===== config.mk =====
export PLATFORM = sky130hd
export DESIGN_NAME = ebm_top
export DESIGN_NICKNAME = d
export VERILOG_FILES = /design/src/ebm_pkg.sv /design/src/ebm_top.sv
export VERILOG_INCLUDE_DIRS = /design/src
export SDC_FILE = /design/constraint.sdc
export NUM_CORES = 1
export LEC_CHECK = 0
export BUFFER_PORTS_ARGS = -buffer_cell sky130_fd_sc_hd__buf_2
export CAP_MARGIN = 10
export CORE_ASPECT_RATIO = 0.75
export CORE_UTILIZATION = 49
export CTS_CLUSTER_DIAMETER = 40
export DETAILED_ROUTE_END_ITERATION = 16
export PLACE_DENSITY = 0.72
export SETUP_SLACK_MARGIN = 0.1
export SLEW_MARGIN = 5
export SYNTH_ARGS = -nofsm -noshare
export SYNTH_HDL_FRONTEND = slang
export SYNTH_SLANG_ARGS = --single-unit
export TNS_END_PERCENT = 10

===== constraint.sdc =====
create_clock -name mclk -period 2.5 [get_ports mclk]
set_input_delay 0.25 -clock mclk [delete_from_list [all_inputs] [get_ports mclk]]
set_output_delay 0.25 -clock mclk [all_outputs]
set_load 0.02 [all_outputs]

===== src/ebm_map.svh =====
// How it works
// The bus reference clock either runs free or gives one low-high pulse per visible access, high part stretched for slow ones.
// Clock behaviour is chosen by the clock-disable bit, the internal visibility bit and the stretch select bit.
// The low byte strobe goes low only while the low data byte carries valid data, and stays high otherwise.
// In special peripheral mode the tester drives the transfer size pin low for 16-bit and high for 8-bit, and it is decoded so.
// In wide or emulation narrow modes with tagging and the low strobe on, a low on the tag pin at the falling clock edge tags the low half.
// Read/write is an output in the expanded modes, not in single-chip mode, and in special peripheral mode it is an input from the tester.
// The maskable interrupt pin is input only and stays readable as a port bit while its interrupt is on.
// The maskable interrupt request can be level or edge triggered.
// One port K pin can be an external data chip select and another an emulation chip select.
// The register block is relocatable, so only the low offsets are decoded.
// Unused locations read zero and ignore writes; unused bits read zero only in the interrupt status and mask registers.
// A direction bit of 1 makes its pin an output and 0 an input; reads give the pin for inputs and the latch for outputs.
// Pins whose bus function is not selected fall back to general-purpose I/O under their direction bits, except port E bits 0 and 1, which stay inputs.
`ifndef EBM_MAP_SVH
`define EBM_MAP_SVH

// ****************************************
// Register indexes (byte address = 4 x index)
// ****************************************
`define EBM_IDX_PA      8'h00
`define EBM_IDX_PB      8'h01
`define EBM_IDX_PA_DIR  8'h02
`define EBM_IDX_PB_DIR  8'h03
`define EBM_IDX_PE      8'h08
`define EBM_IDX_PE_DIR  8'h09
`define EBM_IDX_ASSIGN  8'h0A
`define EBM_IDX_MODE    8'h0B
`define EBM_IDX_PULL    8'h0C
`define EBM_IDX_DRIVE   8'h0D
`define EBM_IDX_BUSCTL  8'h0E
`define EBM_IDX_INTERRUPT_REQUEST_CONTROL   8'h1E
`define EBM_IDX_PK      8'h32
`define EBM_IDX_PK_DIR  8'h33
`define EBM_IDX_KFUNC   8'h34
`define EBM_IDX_ISTAT   8'h40
`define EBM_IDX_IMASK   8'h41

// ****************************************
// Field positions
// ****************************************
`define EBM_ASSIGN_CLKDIS 4
`define EBM_ASSIGN_STRBEN 3
`define EBM_ASSIGN_RWEN   2
`define EBM_MODE_VIS      3
`define EBM_MODE_MSB      7
`define EBM_MODE_LSB      5
`define EBM_CTL_STRETCH   0
`define EBM_CTL_TAGEN     1
`define EBM_IRQ_EDGE      7
`define EBM_IRQ_EN        6
`define EBM_KF_ECS        7
`define EBM_KF_XCS        6
`define EBM_KF_XA         5
`define EBM_INT_IRQ       0
`define EBM_INT_NMI       1
`define EBM_INT_DONE      2

// ****************************************
// Mode codes and reset values
// ****************************************
`define EBM_MD_SINGLE     3'h0
`define EBM_MD_NARROW     3'h1
`define EBM_MD_WIDE       3'h2
`define EBM_MD_EMU_NARROW 3'h3
`define EBM_MD_EMU_WIDE   3'h4
`define EBM_MD_PERIPH     3'h5
`define EBM_RST_BYTE      8'h00
`define EBM_RST_INT       3'h0

`endif


===== src/ebm_pkg.sv =====
package ebm_pkg;

   typedef enum logic [3:0] {
      ST_IDLE    = 4'h1,
      ST_LOW     = 4'h2,
      ST_HIGH    = 4'h4,
      ST_STRETCH = 4'h8
   } ebm_state_type;

endpackage


===== src/ebm_top.sv =====
// The AXI4-Lite register port was decided locally.
`timescale 1ns/100ps
`default_nettype none
`include "ebm_map.svh"

module ebm_top (
   // Clock and reset
   input  wire logic        mclk,
   input  wire logic        rst,
   // AXI4-Lite slave
   input  wire logic [31:0] s_axi_awaddr,
   input  wire logic        s_axi_awvalid,
   output logic             s_axi_awready,
   input  wire logic [31:0] s_axi_wdata,
   input  wire logic [3:0]  s_axi_wstrb,
   input  wire logic        s_axi_wvalid,
   output logic             s_axi_wready,
   output logic [1:0]       s_axi_bresp,
   output logic             s_axi_bvalid,
   input  wire logic        s_axi_bready,
   input  wire logic [31:0] s_axi_araddr,
   input  wire logic        s_axi_arvalid,
   output logic             s_axi_arready,
   output logic [31:0]      s_axi_rdata,
   output logic [1:0]       s_axi_rresp,
   output logic             s_axi_rvalid,
   input  wire logic        s_axi_rready,
   // Internal bus master access
   input  wire logic        acc_start,
   input  wire logic        acc_write,
   input  wire logic        acc_word,
   input  wire logic        acc_slow,
   input  wire logic        acc_internal,
   input  wire logic        acc_data_space,
   input  wire logic [19:0] acc_addr,
   input  wire logic [15:0] acc_wdata,
   output logic             acc_ready,
   output logic             acc_done,
   output logic [15:0]      acc_rdata,
   output logic             tag_low,
   // Port pins
   input  wire logic [7:0]  pa_in,
   output logic [7:0]       pa_out,
   output logic [7:0]       pa_oe,
   input  wire logic [7:0]  pb_in,
   output logic [7:0]       pb_out,
   output logic [7:0]       pb_oe,
   input  wire logic [7:0]  pe_in,
   output logic [7:0]       pe_out,
   output logic [7:0]       pe_oe,
   input  wire logic [7:0]  pk_in,
   output logic [7:0]       pk_out,
   output logic [7:0]       pk_oe,
   // Tester and pad control
   output logic             tester_write,
   output logic             tester_byte,
   output logic [7:0]       pull_en,
   output logic [7:0]       drive_reduced,
   // Interrupt
   output logic             irq
);

   // ****************************************
   // Declarations
   // ****************************************
   ebm_pkg::ebm_state_type st_r;
   logic [7:0]  pa_data_r, pb_data_r, pa_dir_r, pb_dir_r;
   logic [7:0]  pe_data_r, pe_dir_r, assign_r, mode_r;
   logic [7:0]  pull_r, drive_r, busctl_r, interrupt_request_control_r;
   logic [7:0]  pk_data_r, pk_dir_r, kfunc_r;
   logic [2:0]  istat_r, imask_r, iset, iclr;
   logic [31:0] aw_addr_r;
   logic [7:0]  w_byte_r;
   logic        w_lane_r, aw_have_r, w_have_r, bvalid_r;
   logic        awready_r, wready_r, arready_r, rvalid_r;
   logic        aw_have_nxt, w_have_nxt, bvalid_nxt, rvalid_nxt;
   logic        wr_fire, ar_fire, wr_en;
   logic [7:0]  wr_idx, rd_val;
   logic [31:0] rdata_r;
   logic        bus_reference_clock_r, vis_r, write_r, word_r, slow_r, dspace_r;
   logic [19:0] addr_r;
   logic [15:0] wdata_r, rdata_acc_r;
   logic        done_r, tag_r, twrite_r, tbyte_r, irq_r, cap_r;
   logic        irq_prev_r, nmi_prev_r, irq_evt, nmi_evt;
   logic [2:0]  md;
   logic        expd, wide, emu, periph, free_run, bus_on, lo_ph, hi_ph;
   logic        tag_on, low_byte_strobe_n_n;
   logic [7:0]  pa_o, pa_e, pb_o, pb_e, pe_o, pe_e, pk_o, pk_e;
   logic [7:0]  pa_out_r, pa_oe_r, pb_out_r, pb_oe_r;
   logic [7:0]  pe_out_r, pe_oe_r, pk_out_r, pk_oe_r;

   // Pin latch for outputs, pin level for inputs
   function automatic logic [7:0] pin_read(input logic [7:0] data, input logic [7:0] dir,
                                           input logic [7:0] pin);
      pin_read = (dir & data) | (~dir & pin);
   endfunction

   // ****************************************
   // Mode decode
   // ****************************************
   assign md       = mode_r[`EBM_MODE_MSB:`EBM_MODE_LSB];
   assign wide     = (md == `EBM_MD_WIDE) || (md == `EBM_MD_EMU_WIDE);
   assign emu      = (md == `EBM_MD_EMU_NARROW) || (md == `EBM_MD_EMU_WIDE);
   assign expd     = wide || emu || (md == `EBM_MD_NARROW);
   assign periph   = (md == `EBM_MD_PERIPH);
   assign free_run = !expd && !periph;
   assign bus_on   = !st_r[0] && vis_r;
   assign lo_ph    = (st_r == ebm_pkg::ST_LOW);
   assign hi_ph    = (st_r == ebm_pkg::ST_HIGH) || (st_r == ebm_pkg::ST_STRETCH);
   assign tag_on   = busctl_r[`EBM_CTL_TAGEN] && assign_r[`EBM_ASSIGN_STRBEN]
                     && ((md == `EBM_MD_WIDE) || (md == `EBM_MD_EMU_NARROW));
   assign low_byte_strobe_n_n  = !(bus_on && (word_r || addr_r[0]));

   // ****************************************
   // AXI4-Lite handshakes
   // ****************************************
   // One write and one read at a time keeps the slave free of queues
   assign wr_fire     = aw_have_r && w_have_r && !bvalid_r;
   assign ar_fire     = s_axi_arvalid && arready_r;
   assign aw_have_nxt = (aw_have_r && !wr_fire) || (s_axi_awvalid && awready_r);
   assign w_have_nxt  = (w_have_r && !wr_fire) || (s_axi_wvalid && wready_r);
   assign bvalid_nxt  = wr_fire || (bvalid_r && !s_axi_bready);
   assign rvalid_nxt  = ar_fire || (rvalid_r && !s_axi_rready);
   assign wr_idx      = aw_addr_r[9:2];
   assign wr_en       = wr_fire && w_lane_r;

   always_ff @(posedge mclk) begin
      if (rst) begin
         {aw_have_r, w_have_r, bvalid_r, rvalid_r, awready_r, wready_r, arready_r, w_lane_r} <= 8'h00;
         aw_addr_r <= 32'h00000000;
         w_byte_r  <= 8'h00;
         rdata_r   <= 32'h00000000;
      end else begin
         aw_have_r <= aw_have_nxt;
         w_have_r  <= w_have_nxt;
         bvalid_r  <= bvalid_nxt;
         rvalid_r  <= rvalid_nxt;
         awready_r <= !aw_have_nxt && !bvalid_nxt;
         wready_r  <= !w_have_nxt && !bvalid_nxt;
         arready_r <= !rvalid_nxt;
         if (s_axi_awvalid && awready_r) begin
            aw_addr_r <= s_axi_awaddr;
         end
         if (s_axi_wvalid && wready_r) begin
            w_byte_r <= s_axi_wdata[7:0];
            w_lane_r <= s_axi_wstrb[0];
         end
         if (ar_fire) begin
            rdata_r <= {24'h000000, rd_val};
         end
      end
   end

   // ****************************************
   // Register read decode
   // ****************************************
   always_comb begin
      rd_val = 8'h00;
      case (s_axi_araddr[9:2])
         `EBM_IDX_PA:     rd_val = pin_read(pa_data_r, pa_dir_r, pa_in);
         `EBM_IDX_PB:     rd_val = pin_read(pb_data_r, pb_dir_r, pb_in);
         `EBM_IDX_PA_DIR: rd_val = pa_dir_r;
         `EBM_IDX_PB_DIR: rd_val = pb_dir_r;
         `EBM_IDX_PE:     rd_val = pin_read(pe_data_r, pe_dir_r & 8'hFC, pe_in);
         `EBM_IDX_PE_DIR: rd_val = pe_dir_r;
         `EBM_IDX_ASSIGN: rd_val = assign_r;
         `EBM_IDX_MODE:   rd_val = mode_r;
         `EBM_IDX_PULL:   rd_val = pull_r;
         `EBM_IDX_DRIVE:  rd_val = drive_r;
         `EBM_IDX_BUSCTL: rd_val = busctl_r;
         `EBM_IDX_INTERRUPT_REQUEST_CONTROL:  rd_val = interrupt_request_control_r;
         `EBM_IDX_PK:     rd_val = pin_read(pk_data_r, pk_dir_r, pk_in);
         `EBM_IDX_PK_DIR: rd_val = pk_dir_r;
         `EBM_IDX_KFUNC:  rd_val = kfunc_r;
         `EBM_IDX_ISTAT:  rd_val = {5'h00, istat_r};
         `EBM_IDX_IMASK:  rd_val = {5'h00, imask_r};
         default:         rd_val = 8'h00;
      endcase
   end

   // ****************************************
   // Register writes
   // ****************************************
   always_ff @(posedge mclk) begin
      if (rst) begin
         {pa_data_r, pb_data_r, pa_dir_r, pb_dir_r, pe_data_r, pe_dir_r, assign_r, mode_r,
          pull_r, drive_r, busctl_r, interrupt_request_control_r, pk_data_r, pk_dir_r, kfunc_r} <= {15{`EBM_RST_BYTE}};
         imask_r   <= `EBM_RST_INT;
      end else if (wr_en) begin
         case (wr_idx)
            `EBM_IDX_PA:     pa_data_r <= w_byte_r;
            `EBM_IDX_PB:     pb_data_r <= w_byte_r;
            `EBM_IDX_PA_DIR: pa_dir_r  <= w_byte_r;
            `EBM_IDX_PB_DIR: pb_dir_r  <= w_byte_r;
            `EBM_IDX_PE:     pe_data_r <= w_byte_r;
            `EBM_IDX_PE_DIR: pe_dir_r  <= w_byte_r;
            `EBM_IDX_ASSIGN: assign_r  <= w_byte_r;
            `EBM_IDX_MODE:   mode_r    <= w_byte_r;
            `EBM_IDX_PULL:   pull_r    <= w_byte_r;
            `EBM_IDX_DRIVE:  drive_r   <= w_byte_r;
            `EBM_IDX_BUSCTL: busctl_r  <= w_byte_r;
            `EBM_IDX_INTERRUPT_REQUEST_CONTROL:  interrupt_request_control_r   <= w_byte_r;
            `EBM_IDX_PK:     pk_data_r <= w_byte_r;
            `EBM_IDX_PK_DIR: pk_dir_r  <= w_byte_r;
            `EBM_IDX_KFUNC:  kfunc_r   <= w_byte_r;
            `EBM_IDX_IMASK:  imask_r   <= w_byte_r[2:0];
            default:         ;
         endcase
      end
   end

   // ****************************************
   // Interrupt status
   // ****************************************
   assign irq_evt = interrupt_request_control_r[`EBM_IRQ_EN] && (interrupt_request_control_r[`EBM_IRQ_EDGE] ?
                    (irq_prev_r && !pe_in[1]) : !pe_in[1]);
   assign nmi_evt = nmi_prev_r && !pe_in[0];
   assign iset    = {done_r, nmi_evt, irq_evt};
   assign iclr    = (wr_en && (wr_idx == `EBM_IDX_ISTAT)) ? w_byte_r[2:0] : 3'h0;

   always_ff @(posedge mclk) begin
      if (rst) begin
         istat_r    <= `EBM_RST_INT;
         irq_prev_r <= 1'b1;
         nmi_prev_r <= 1'b1;
         irq_r      <= 1'b0;
      end else begin
         // Set beats clear so no event is lost
         istat_r    <= (istat_r & ~iclr) | iset;
         irq_prev_r <= pe_in[1];
         nmi_prev_r <= pe_in[0];
         irq_r      <= |(istat_r & imask_r);
      end
   end

   // ****************************************
   // Access sequencer and bus clock
   // ****************************************
   always_ff @(posedge mclk) begin
      if (rst) begin
         st_r        <= ebm_pkg::ST_IDLE;
         {bus_reference_clock_r, vis_r, write_r, word_r, slow_r, dspace_r, done_r, tag_r, cap_r} <= 9'h000;
         addr_r      <= 20'h00000;
         wdata_r     <= 16'h0000;
         rdata_acc_r <= 16'h0000;
      end else begin
         done_r <= cap_r;
         cap_r  <= 1'b0;
         if (cap_r) begin
            // Pins lag the state by a flop, so read data stands one edge late
            rdata_acc_r <= wide ? {pa_in, pb_in} : {8'h00, pa_in};
            tag_r       <= tag_on && !pe_in[3];
         end
         case (st_r)
            ebm_pkg::ST_IDLE: begin
               if (acc_start) begin
                  bus_reference_clock_r   <= 1'b0;
                  vis_r    <= !acc_internal || mode_r[`EBM_MODE_VIS];
                  write_r  <= acc_write;
                  word_r   <= acc_word;
                  slow_r   <= acc_slow;
                  dspace_r <= acc_data_space;
                  addr_r   <= acc_addr;
                  wdata_r  <= acc_wdata;
                  st_r     <= ebm_pkg::ST_LOW;
               end else begin
                  // Divider limits the free clock to half the system rate
                  bus_reference_clock_r <= free_run ? !bus_reference_clock_r : 1'b0;
               end
            end
            ebm_pkg::ST_LOW: begin
               bus_reference_clock_r <= free_run || vis_r;
               st_r   <= ebm_pkg::ST_HIGH;
            end
            ebm_pkg::ST_HIGH, ebm_pkg::ST_STRETCH: begin
               if (st_r == ebm_pkg::ST_HIGH && slow_r && busctl_r[`EBM_CTL_STRETCH]) begin
                  st_r <= ebm_pkg::ST_STRETCH;
               end else begin
                  bus_reference_clock_r <= 1'b0;
                  cap_r  <= 1'b1;
                  st_r   <= ebm_pkg::ST_IDLE;
               end
            end
            default: st_r <= ebm_pkg::ST_IDLE;
         endcase
      end
   end

   // ****************************************
   // Pin multiplexing
   // ****************************************
   always_comb begin
      pa_o = pa_data_r;
      pa_e = pa_dir_r;
      pb_o = pb_data_r;
      pb_e = pb_dir_r;
      pk_o = pk_data_r;
      pk_e = pk_dir_r;
      pe_o = pe_data_r;
      pe_e = pe_dir_r & 8'hFC;
      if (!assign_r[`EBM_ASSIGN_CLKDIS] && !periph) begin
         pe_o[4] = bus_reference_clock_r;
         pe_e[4] = 1'b1;
      end
      if (expd) begin
         pa_o = lo_ph ? addr_r[15:8] : ((wide || !addr_r[0]) ? wdata_r[15:8] : wdata_r[7:0]);
         pa_e = {8{bus_on && (lo_ph || write_r)}};
         pb_o = lo_ph ? addr_r[7:0] : wdata_r[7:0];
         pb_e = {8{bus_on && (lo_ph || (wide && write_r))}};
         if (assign_r[`EBM_ASSIGN_STRBEN]) begin
            pe_o[3] = low_byte_strobe_n_n;
            pe_e[3] = !(tag_on && hi_ph);
         end
         if (assign_r[`EBM_ASSIGN_RWEN]) begin
            pe_o[2] = !(bus_on && write_r);
            pe_e[2] = 1'b1;
         end
         if (kfunc_r[`EBM_KF_XA]) begin
            pk_o[5:0] = addr_r[19:14];
            pk_e[5:0] = 6'h3F;
         end
         if (kfunc_r[`EBM_KF_XCS]) begin
            pk_o[6] = !(bus_on && dspace_r);
            pk_e[6] = 1'b1;
         end
         if (kfunc_r[`EBM_KF_ECS] && emu) begin
            pk_o[7] = !bus_on;
            pk_e[7] = 1'b1;
         end
      end
      if (periph) begin
         // Tester owns address, data, size and direction
         pa_e    = 8'h00;
         pb_e    = 8'h00;
         pe_e[3] = 1'b0;
         pe_e[2] = 1'b0;
      end
   end

   always_ff @(posedge mclk) begin
      if (rst) begin
         {pa_out_r, pa_oe_r, pb_out_r, pb_oe_r, pe_out_r, pe_oe_r, pk_out_r, pk_oe_r} <= 64'h0000000000000000;
         {twrite_r, tbyte_r} <= 2'h0;
      end else begin
         pa_out_r <= pa_o;
         pa_oe_r  <= pa_e;
         pb_out_r <= pb_o;
         pb_oe_r  <= pb_e;
         pe_out_r <= pe_o;
         pe_oe_r  <= pe_e;
         pk_out_r <= pk_o;
         pk_oe_r  <= pk_e;
         twrite_r <= periph && !pe_in[2];
         tbyte_r  <= periph && pe_in[3];
      end
   end

   // ****************************************
   // Outputs
   // ****************************************
   assign s_axi_awready = awready_r;
   assign s_axi_wready  = wready_r;
   assign s_axi_bresp   = 2'b00;
   assign s_axi_bvalid  = bvalid_r;
   assign s_axi_arready = arready_r;
   assign s_axi_rdata   = rdata_r;
   assign s_axi_rresp   = 2'b00;
   assign s_axi_rvalid  = rvalid_r;
   assign acc_ready     = st_r[0];
   assign acc_done      = done_r;
   assign acc_rdata     = rdata_acc_r;
   assign tag_low       = tag_r;
   assign pa_out        = pa_out_r;
   assign pa_oe         = pa_oe_r;
   assign pb_out        = pb_out_r;
   assign pb_oe         = pb_oe_r;
   assign pe_out        = pe_out_r;
   assign pe_oe         = pe_oe_r;
   assign pk_out        = pk_out_r;
   assign pk_oe         = pk_oe_r;
   assign tester_write  = twrite_r;
   assign tester_byte   = tbyte_r;
   assign pull_en       = pull_r;
   assign drive_reduced = drive_r;
   assign irq           = irq_r;

endmodule

`default_nettype wire


==> report_table.html <==
<table>
<tr><th>Metric</th><th>Value</th></tr>
<tr><th colspan="2">Outcome</th></tr>
<tr><td>Status</td><td>finished, final reports clean</td></tr>
<tr><th colspan="2">Clock network</th></tr>
<tr><td>Clock slew seen by the registers of the worst setup and hold paths</td><td>0.06 ns</td></tr>
<tr><td>Setup Fix Bufs, Post-CTS</td><td>0</td></tr>
<tr><td>Clock buffers created by TritonCTS</td><td>34</td></tr>
<tr><td># clock sinks</td><td>290</td></tr>
<tr><td>Clock tree from TritonCTS</td><td>built</td></tr>
<tr><td>Max Root-Sink Buffers</td><td>3</td></tr>
<tr><td>PostCTS Resize Cnt</td><td>0</td></tr>
<tr><td>Master cell of the clock root buffer</td><td>clkbuf_16</td></tr>
<tr><td>Number of levels in the clock H-tree</td><td>2</td></tr>
<tr><td>Hold-fix buffers, CTS</td><td>48</td></tr>
<tr><td>Clk_lat worst skew</td><td>0.51 ns</td></tr>
<tr><th colspan="2">Detailed routing</th></tr>
<tr><td>Number of violations reported at the end of detailed-routing iteration 0</td><td>1,463</td></tr>
<tr><td>Remaining number of nets flagged by the antenna check after routing</td><td>0</td></tr>
<tr><td>Total Routed Length</td><td>41.80 mm</td></tr>
<tr><td>Routed WL per cell</td><td>19.90 um</td></tr>
<tr><td>Post-detailed-route via-to-cell ratio</td><td>5.651</td></tr>
<tr><td>Remaining DRCs</td><td>0</td></tr>
<tr><td>1st-pass router iterations</td><td>5</td></tr>
<tr><td>Via total after detailed routing</td><td>11,868</td></tr>
<tr><th colspan="2">Synthesis</th></tr>
<tr><td>Xor and xnor area share after synthesis</td><td>0.2839%</td></tr>
<tr><td>Netlist Area Pre-Place</td><td>12,340 um2</td></tr>
<tr><td>Proportion of synthesized flip-flops having asynchronous set or reset</td><td>0%</td></tr>
<tr><td>Synthesized-area fraction occupied by and/or/nand/nor cells</td><td>22.48%</td></tr>
<tr><td>Number of distinct library cells after synthesis</td><td>71</td></tr>
<tr><td>Prevailing post-synth register cell</td><td>dfxtp_1</td></tr>
<tr><td>Flip-flop and latch count after synthesis</td><td>290</td></tr>
<tr><td>Syn_area_per_cell</td><td>8.249 um2</td></tr>
<tr><td>Gate count after technology mapping</td><td>1,496</td></tr>
<tr><td>Sequential-to-total area share from yosys stat</td><td>47.04%</td></tr>
<tr><td>Count of warnings emitted by yosys</td><td>0</td></tr>
<tr><td>Compound-cell area share of the yosys netlist</td><td>16.22%</td></tr>
<tr><td>EDFF count, synth</td><td>0</td></tr>
<tr><td>Mux cell area share after synthesis</td><td>8.446%</td></tr>
<tr><td>Adder-cell share of the synthesized area</td><td>0%</td></tr>
<tr><td>Main combinational cell family by area after synthesis</td><td>simple AND/OR/NAND/NOR gates</td></tr>
<tr><th colspan="2">GRT</th></tr>
<tr><td>Antenna violations before repair</td><td>0</td></tr>
<tr><td>Fraction of met2 tracks used by global routing</td><td>43.74%</td></tr>
<tr><td>Met1 track utilization from global routing</td><td>47.83%</td></tr>
<tr><td>Number of global-route vias before repair</td><td>10,715</td></tr>
<tr><td>Global routing's busiest layer</td><td>met1</td></tr>
<tr><td>Global router's overall resource usage</td><td>31.53%</td></tr>
<tr><td>GRT overflow</td><td>0</td></tr>
<tr><td>Global-route wire length before repair</td><td>62.06 mm</td></tr>
<tr><td>M3 GR Usage</td><td>7.642%</td></tr>
<tr><td>Pin count of the biggest net entering global routing</td><td>151</td></tr>
<tr><th colspan="2">Cells and area</th></tr>
<tr><td>Area Overhead vs Synth</td><td>24.39%</td></tr>
<tr><td>Fraction of layout cells with a size suffix above 1</td><td>20.12%</td></tr>
<tr><td>Final cell count without fillers</td><td>2,100</td></tr>
<tr><td>Largest register by flop count</td><td>addr_r</td></tr>
<tr><td>Antenna diodes</td><td>0</td></tr>
<tr><td>Number of flip-flops under the largest register name</td><td>20</td></tr>
<tr><td>Number of nets in the final layout</td><td>1,928</td></tr>
<tr><td>Layout fillers</td><td>2,081</td></tr>
<tr><th colspan="2">Placed design</th></tr>
<tr><td>Post-placement cell count</td><td>1,994</td></tr>
<tr><td>Port Buffers</td><td>218</td></tr>
<tr><td>Placer Congestion</td><td>0.9812</td></tr>
<tr><td>Placed wire-length estimate</td><td>29.45 mm</td></tr>
<tr><td>Place WS</td><td>0.3594 ns</td></tr>
<tr><th colspan="2">Floorplanning</th></tr>
<tr><td>Ports</td><td>324</td></tr>
<tr><td>Std-Cell Core Area</td><td>24,340 um2</td></tr>
<tr><td>Die outline area</td><td>25,830 um2</td></tr>
<tr><td>Die Width</td><td>185.2 um</td></tr>
<tr><td>Vert. Die Dim</td><td>139.4 um</td></tr>
<tr><td>Effective utilization at floorplan</td><td>50.70%</td></tr>
<tr><td>Number of core rows</td><td>49</td></tr>
<tr><th colspan="2">Power</th></tr>
<tr><td>Power density of the placed cells</td><td>690.6 nW/um2</td></tr>
<tr><td>Share of power burned in combinational logic</td><td>6.5%</td></tr>
<tr><td>Net Sw Frac</td><td>23.78%</td></tr>
<tr><td>Reg power frac</td><td>45.3%</td></tr>
<tr><td>Switching pwr</td><td>2.522 mW</td></tr>
<tr><td>P_int</td><td>8.080 mW</td></tr>
<tr><td>Worst-case vdd ir drop</td><td>0.4551 mV</td></tr>
<tr><td>Power after layout</td><td>10.60 mW</td></tr>
<tr><td>Part of the power in the clock network</td><td>48.2%</td></tr>
<tr><td>Leakage power</td><td>5.950 nW</td></tr>
<tr><th colspan="2">Worst setup path</th></tr>
<tr><td>Peak per-stage delay on the critical path</td><td>0.40 ns</td></tr>
<tr><td>CP max-delay cell</td><td>nand3_1</td></tr>
<tr><td>Signal arrival time at the worst endpoint</td><td>2.48 ns</td></tr>
<tr><td>Critical path cell sequence</td><td>nand3b_1 &gt; nor3_4 &gt; and3b_1 &gt; nand3_1 &gt; nand2_1 &gt; a21oi_1</td></tr>
<tr><td>Critical path type</td><td>flop to flop</td></tr>
<tr><td>Crit path required time</td><td>2.88 ns</td></tr>
<tr><td>Family with the most delay on the worst path</td><td>simple AND/OR/NAND/NOR gates</td></tr>
<tr><td>Crit start category</td><td>flop</td></tr>
<tr><td>Critical path buffers and inverters</td><td>0</td></tr>
<tr><td>Max FO, Critical Path</td><td>8</td></tr>
<tr><td>Crit. End Element</td><td>flop</td></tr>
<tr><th colspan="2">STA</th></tr>
<tr><td>Maximum frequency from static timing analysis</td><td>0.4762 GHz</td></tr>
<tr><td>Slew Limit Fails</td><td>0</td></tr>
<tr><td>Share of the cycle needed by the critical path after routing</td><td>83.99%</td></tr>
<tr><td>Post-route clock skew</td><td>0.02111 ns</td></tr>
<tr><td>Worst-case headroom to the max-slew limit</td><td>28.85%</td></tr>
<tr><td>Setup ws final</td><td>0.4002 ns</td></tr>
<tr><td>Transition time of the tightest slew-check pin</td><td>1.066 ns</td></tr>
<tr><td>Final hold violation count</td><td>0</td></tr>
<tr><td>Worst-case hold slack</td><td>0.005994 ns</td></tr>
<tr><td>Final critical path time including I/O delays and setup</td><td>2.100 ns</td></tr>
<tr><td>Final Setup Violations</td><td>0</td></tr>
<tr><td>Fin Setup TNS</td><td>0 ns</td></tr>
<tr><td>Setup repair after global routing missed its margin</td><td>no</td></tr>
<tr><th colspan="2">Flow run</th></tr>
<tr><td># Max-Cap Violations</td><td>0</td></tr>
<tr><th colspan="2">Worst hold path</th></tr>
<tr><td>HP Class</td><td>primary input to flop</td></tr>
</table>
## kinds of logic (layout without fill, tap and decap cells)
family	after synthesis	count (layout)
multiplexers	103	103
AND/OR/NAND/NOR	622	622
XOR/XNOR	4	4
other	1	30
AO/OA/AOI/OAI	340	340
flip-flops	290	290
buffers and inverters	136	380
## cells in the final DEF, fill, tap and decap left out, types with 6 or more instances in the layout
master / n
clkbuf_1: 7
dfxtp_1: 290
mux2_2: 9
nand2_1: 340
nor2_2: 6
mux2i_1: 94
a22oi_1: 15
nor3_1: 16
nor2_1: 131
or2_2: 6
dlygate4sd3_1: 48
a311oi_1: 8
nor3b_1: 10
a211oi_1: 12
clkbuf_16: 35
inv_1: 7
nor2b_1: 22
and2_1: 7
nand3_1: 24
nand2b_1: 22
a21oi_1: 195
buf_2: 217
nand4_1: 9
o21ai_0: 51
buf_4: 44
conb_1: 30
## layer usage
layer  vias to the layer above  routed length, um
li1                       5562                  -
met1                      5562              18730
met2                       663              17090
met3                        81               5027
met4                         0                952
met5                         -                  0
## power groups by stage
| stage | Clock, mW | Combinational (mW) | Sequential, mW |
|---|---|---|---|
| 6_report | 5.11 | 0.689 | 4.81 |
| 5_1_grt | 5.31 | 0.742 | 4.81 |
| 4_1_cts | 5.12 | 0.672 | 4.80 |
| 3_5_place_dp | 0 | 0.614 | 4.90 |
| 3_3_place_gp | 0 | 0.610 | 4.90 |
| 2_1_floorplan | 0 | 0.433 | 4.85 |
## cells in the mapped netlist (15+ instances only)
cell / n / area, um2
mux2i_1: 94 / 940.9
nand3_1: 24 / 120.1
a22oi_1: 15 / 112.6
nor2_1: 132 / 495.5
o21ai_0: 51 / 255.2
buf_4: 32 / 240.2
nor2b_1: 22 / 137.6
nand2b_1: 22 / 137.6
nand2_1: 340 / 1276
a21oi_1: 195 / 975.9
nor3_1: 16 / 80.08
clkbuf_1: 75 / 281.5
dfxtp_1: 290 / 5806
## through the flow
step	util, %	cell area (um2)
4_1_cts	63.07	15350
6_report	63.07	15350
3_3_place_gp	56.43	13740
3_5_place_dp	56.43	13740
2_1_floorplan	-	12450
5_1_grt	63.07	15350
## worst register-to-register path, cell delays in order (launching register included)
cell	delay [ns]
dfxtp_1	0.34
nand3b_1	0.31
nor3_4	0.35
and3b_1	0.25
nand3_1	0.40
nand2_1	0.24
a21oi_1	0.09
## final timing paths
kind / from / end / slack, ns / cells past startpoint
min reg2reg: aw_addr_r[9]$_SDFFE_PP0P_ / aw_addr_r[9]$_SDFFE_PP0P_ / 0.45 / 2
max reg2reg: s_axi_bvalid$_SDFF_PP0_ / pb_dir_r[7]$_SDFFE_PP0P_ / 0.40 / 6
min: s_axi_wdata[2] / w_byte_r[2]$_SDFFE_PP0P_ / 0.006 / 3
max: s_axi_bvalid$_SDFF_PP0_ / pb_dir_r[7]$_SDFFE_PP0P_ / 0.40 / 6
## layout make-up
cell class | instances | area [um2] | area share [%]
Multi-Input combinational cell | 1099 | 5976 | 38.93
Inverter | 8 | 30.03 | 0.1956
Sequential cell | 290 | 5806 | 37.82
Clock buffer | 43 | 915.9 | 5.966
Timing Repair Buffer | 314 | 1991 | 12.97
Clock inverter | 15 | 219.0 | 1.426
Tap cell | 331 | 414.1 | 2.698
Power figures use the tool's default switching activity.
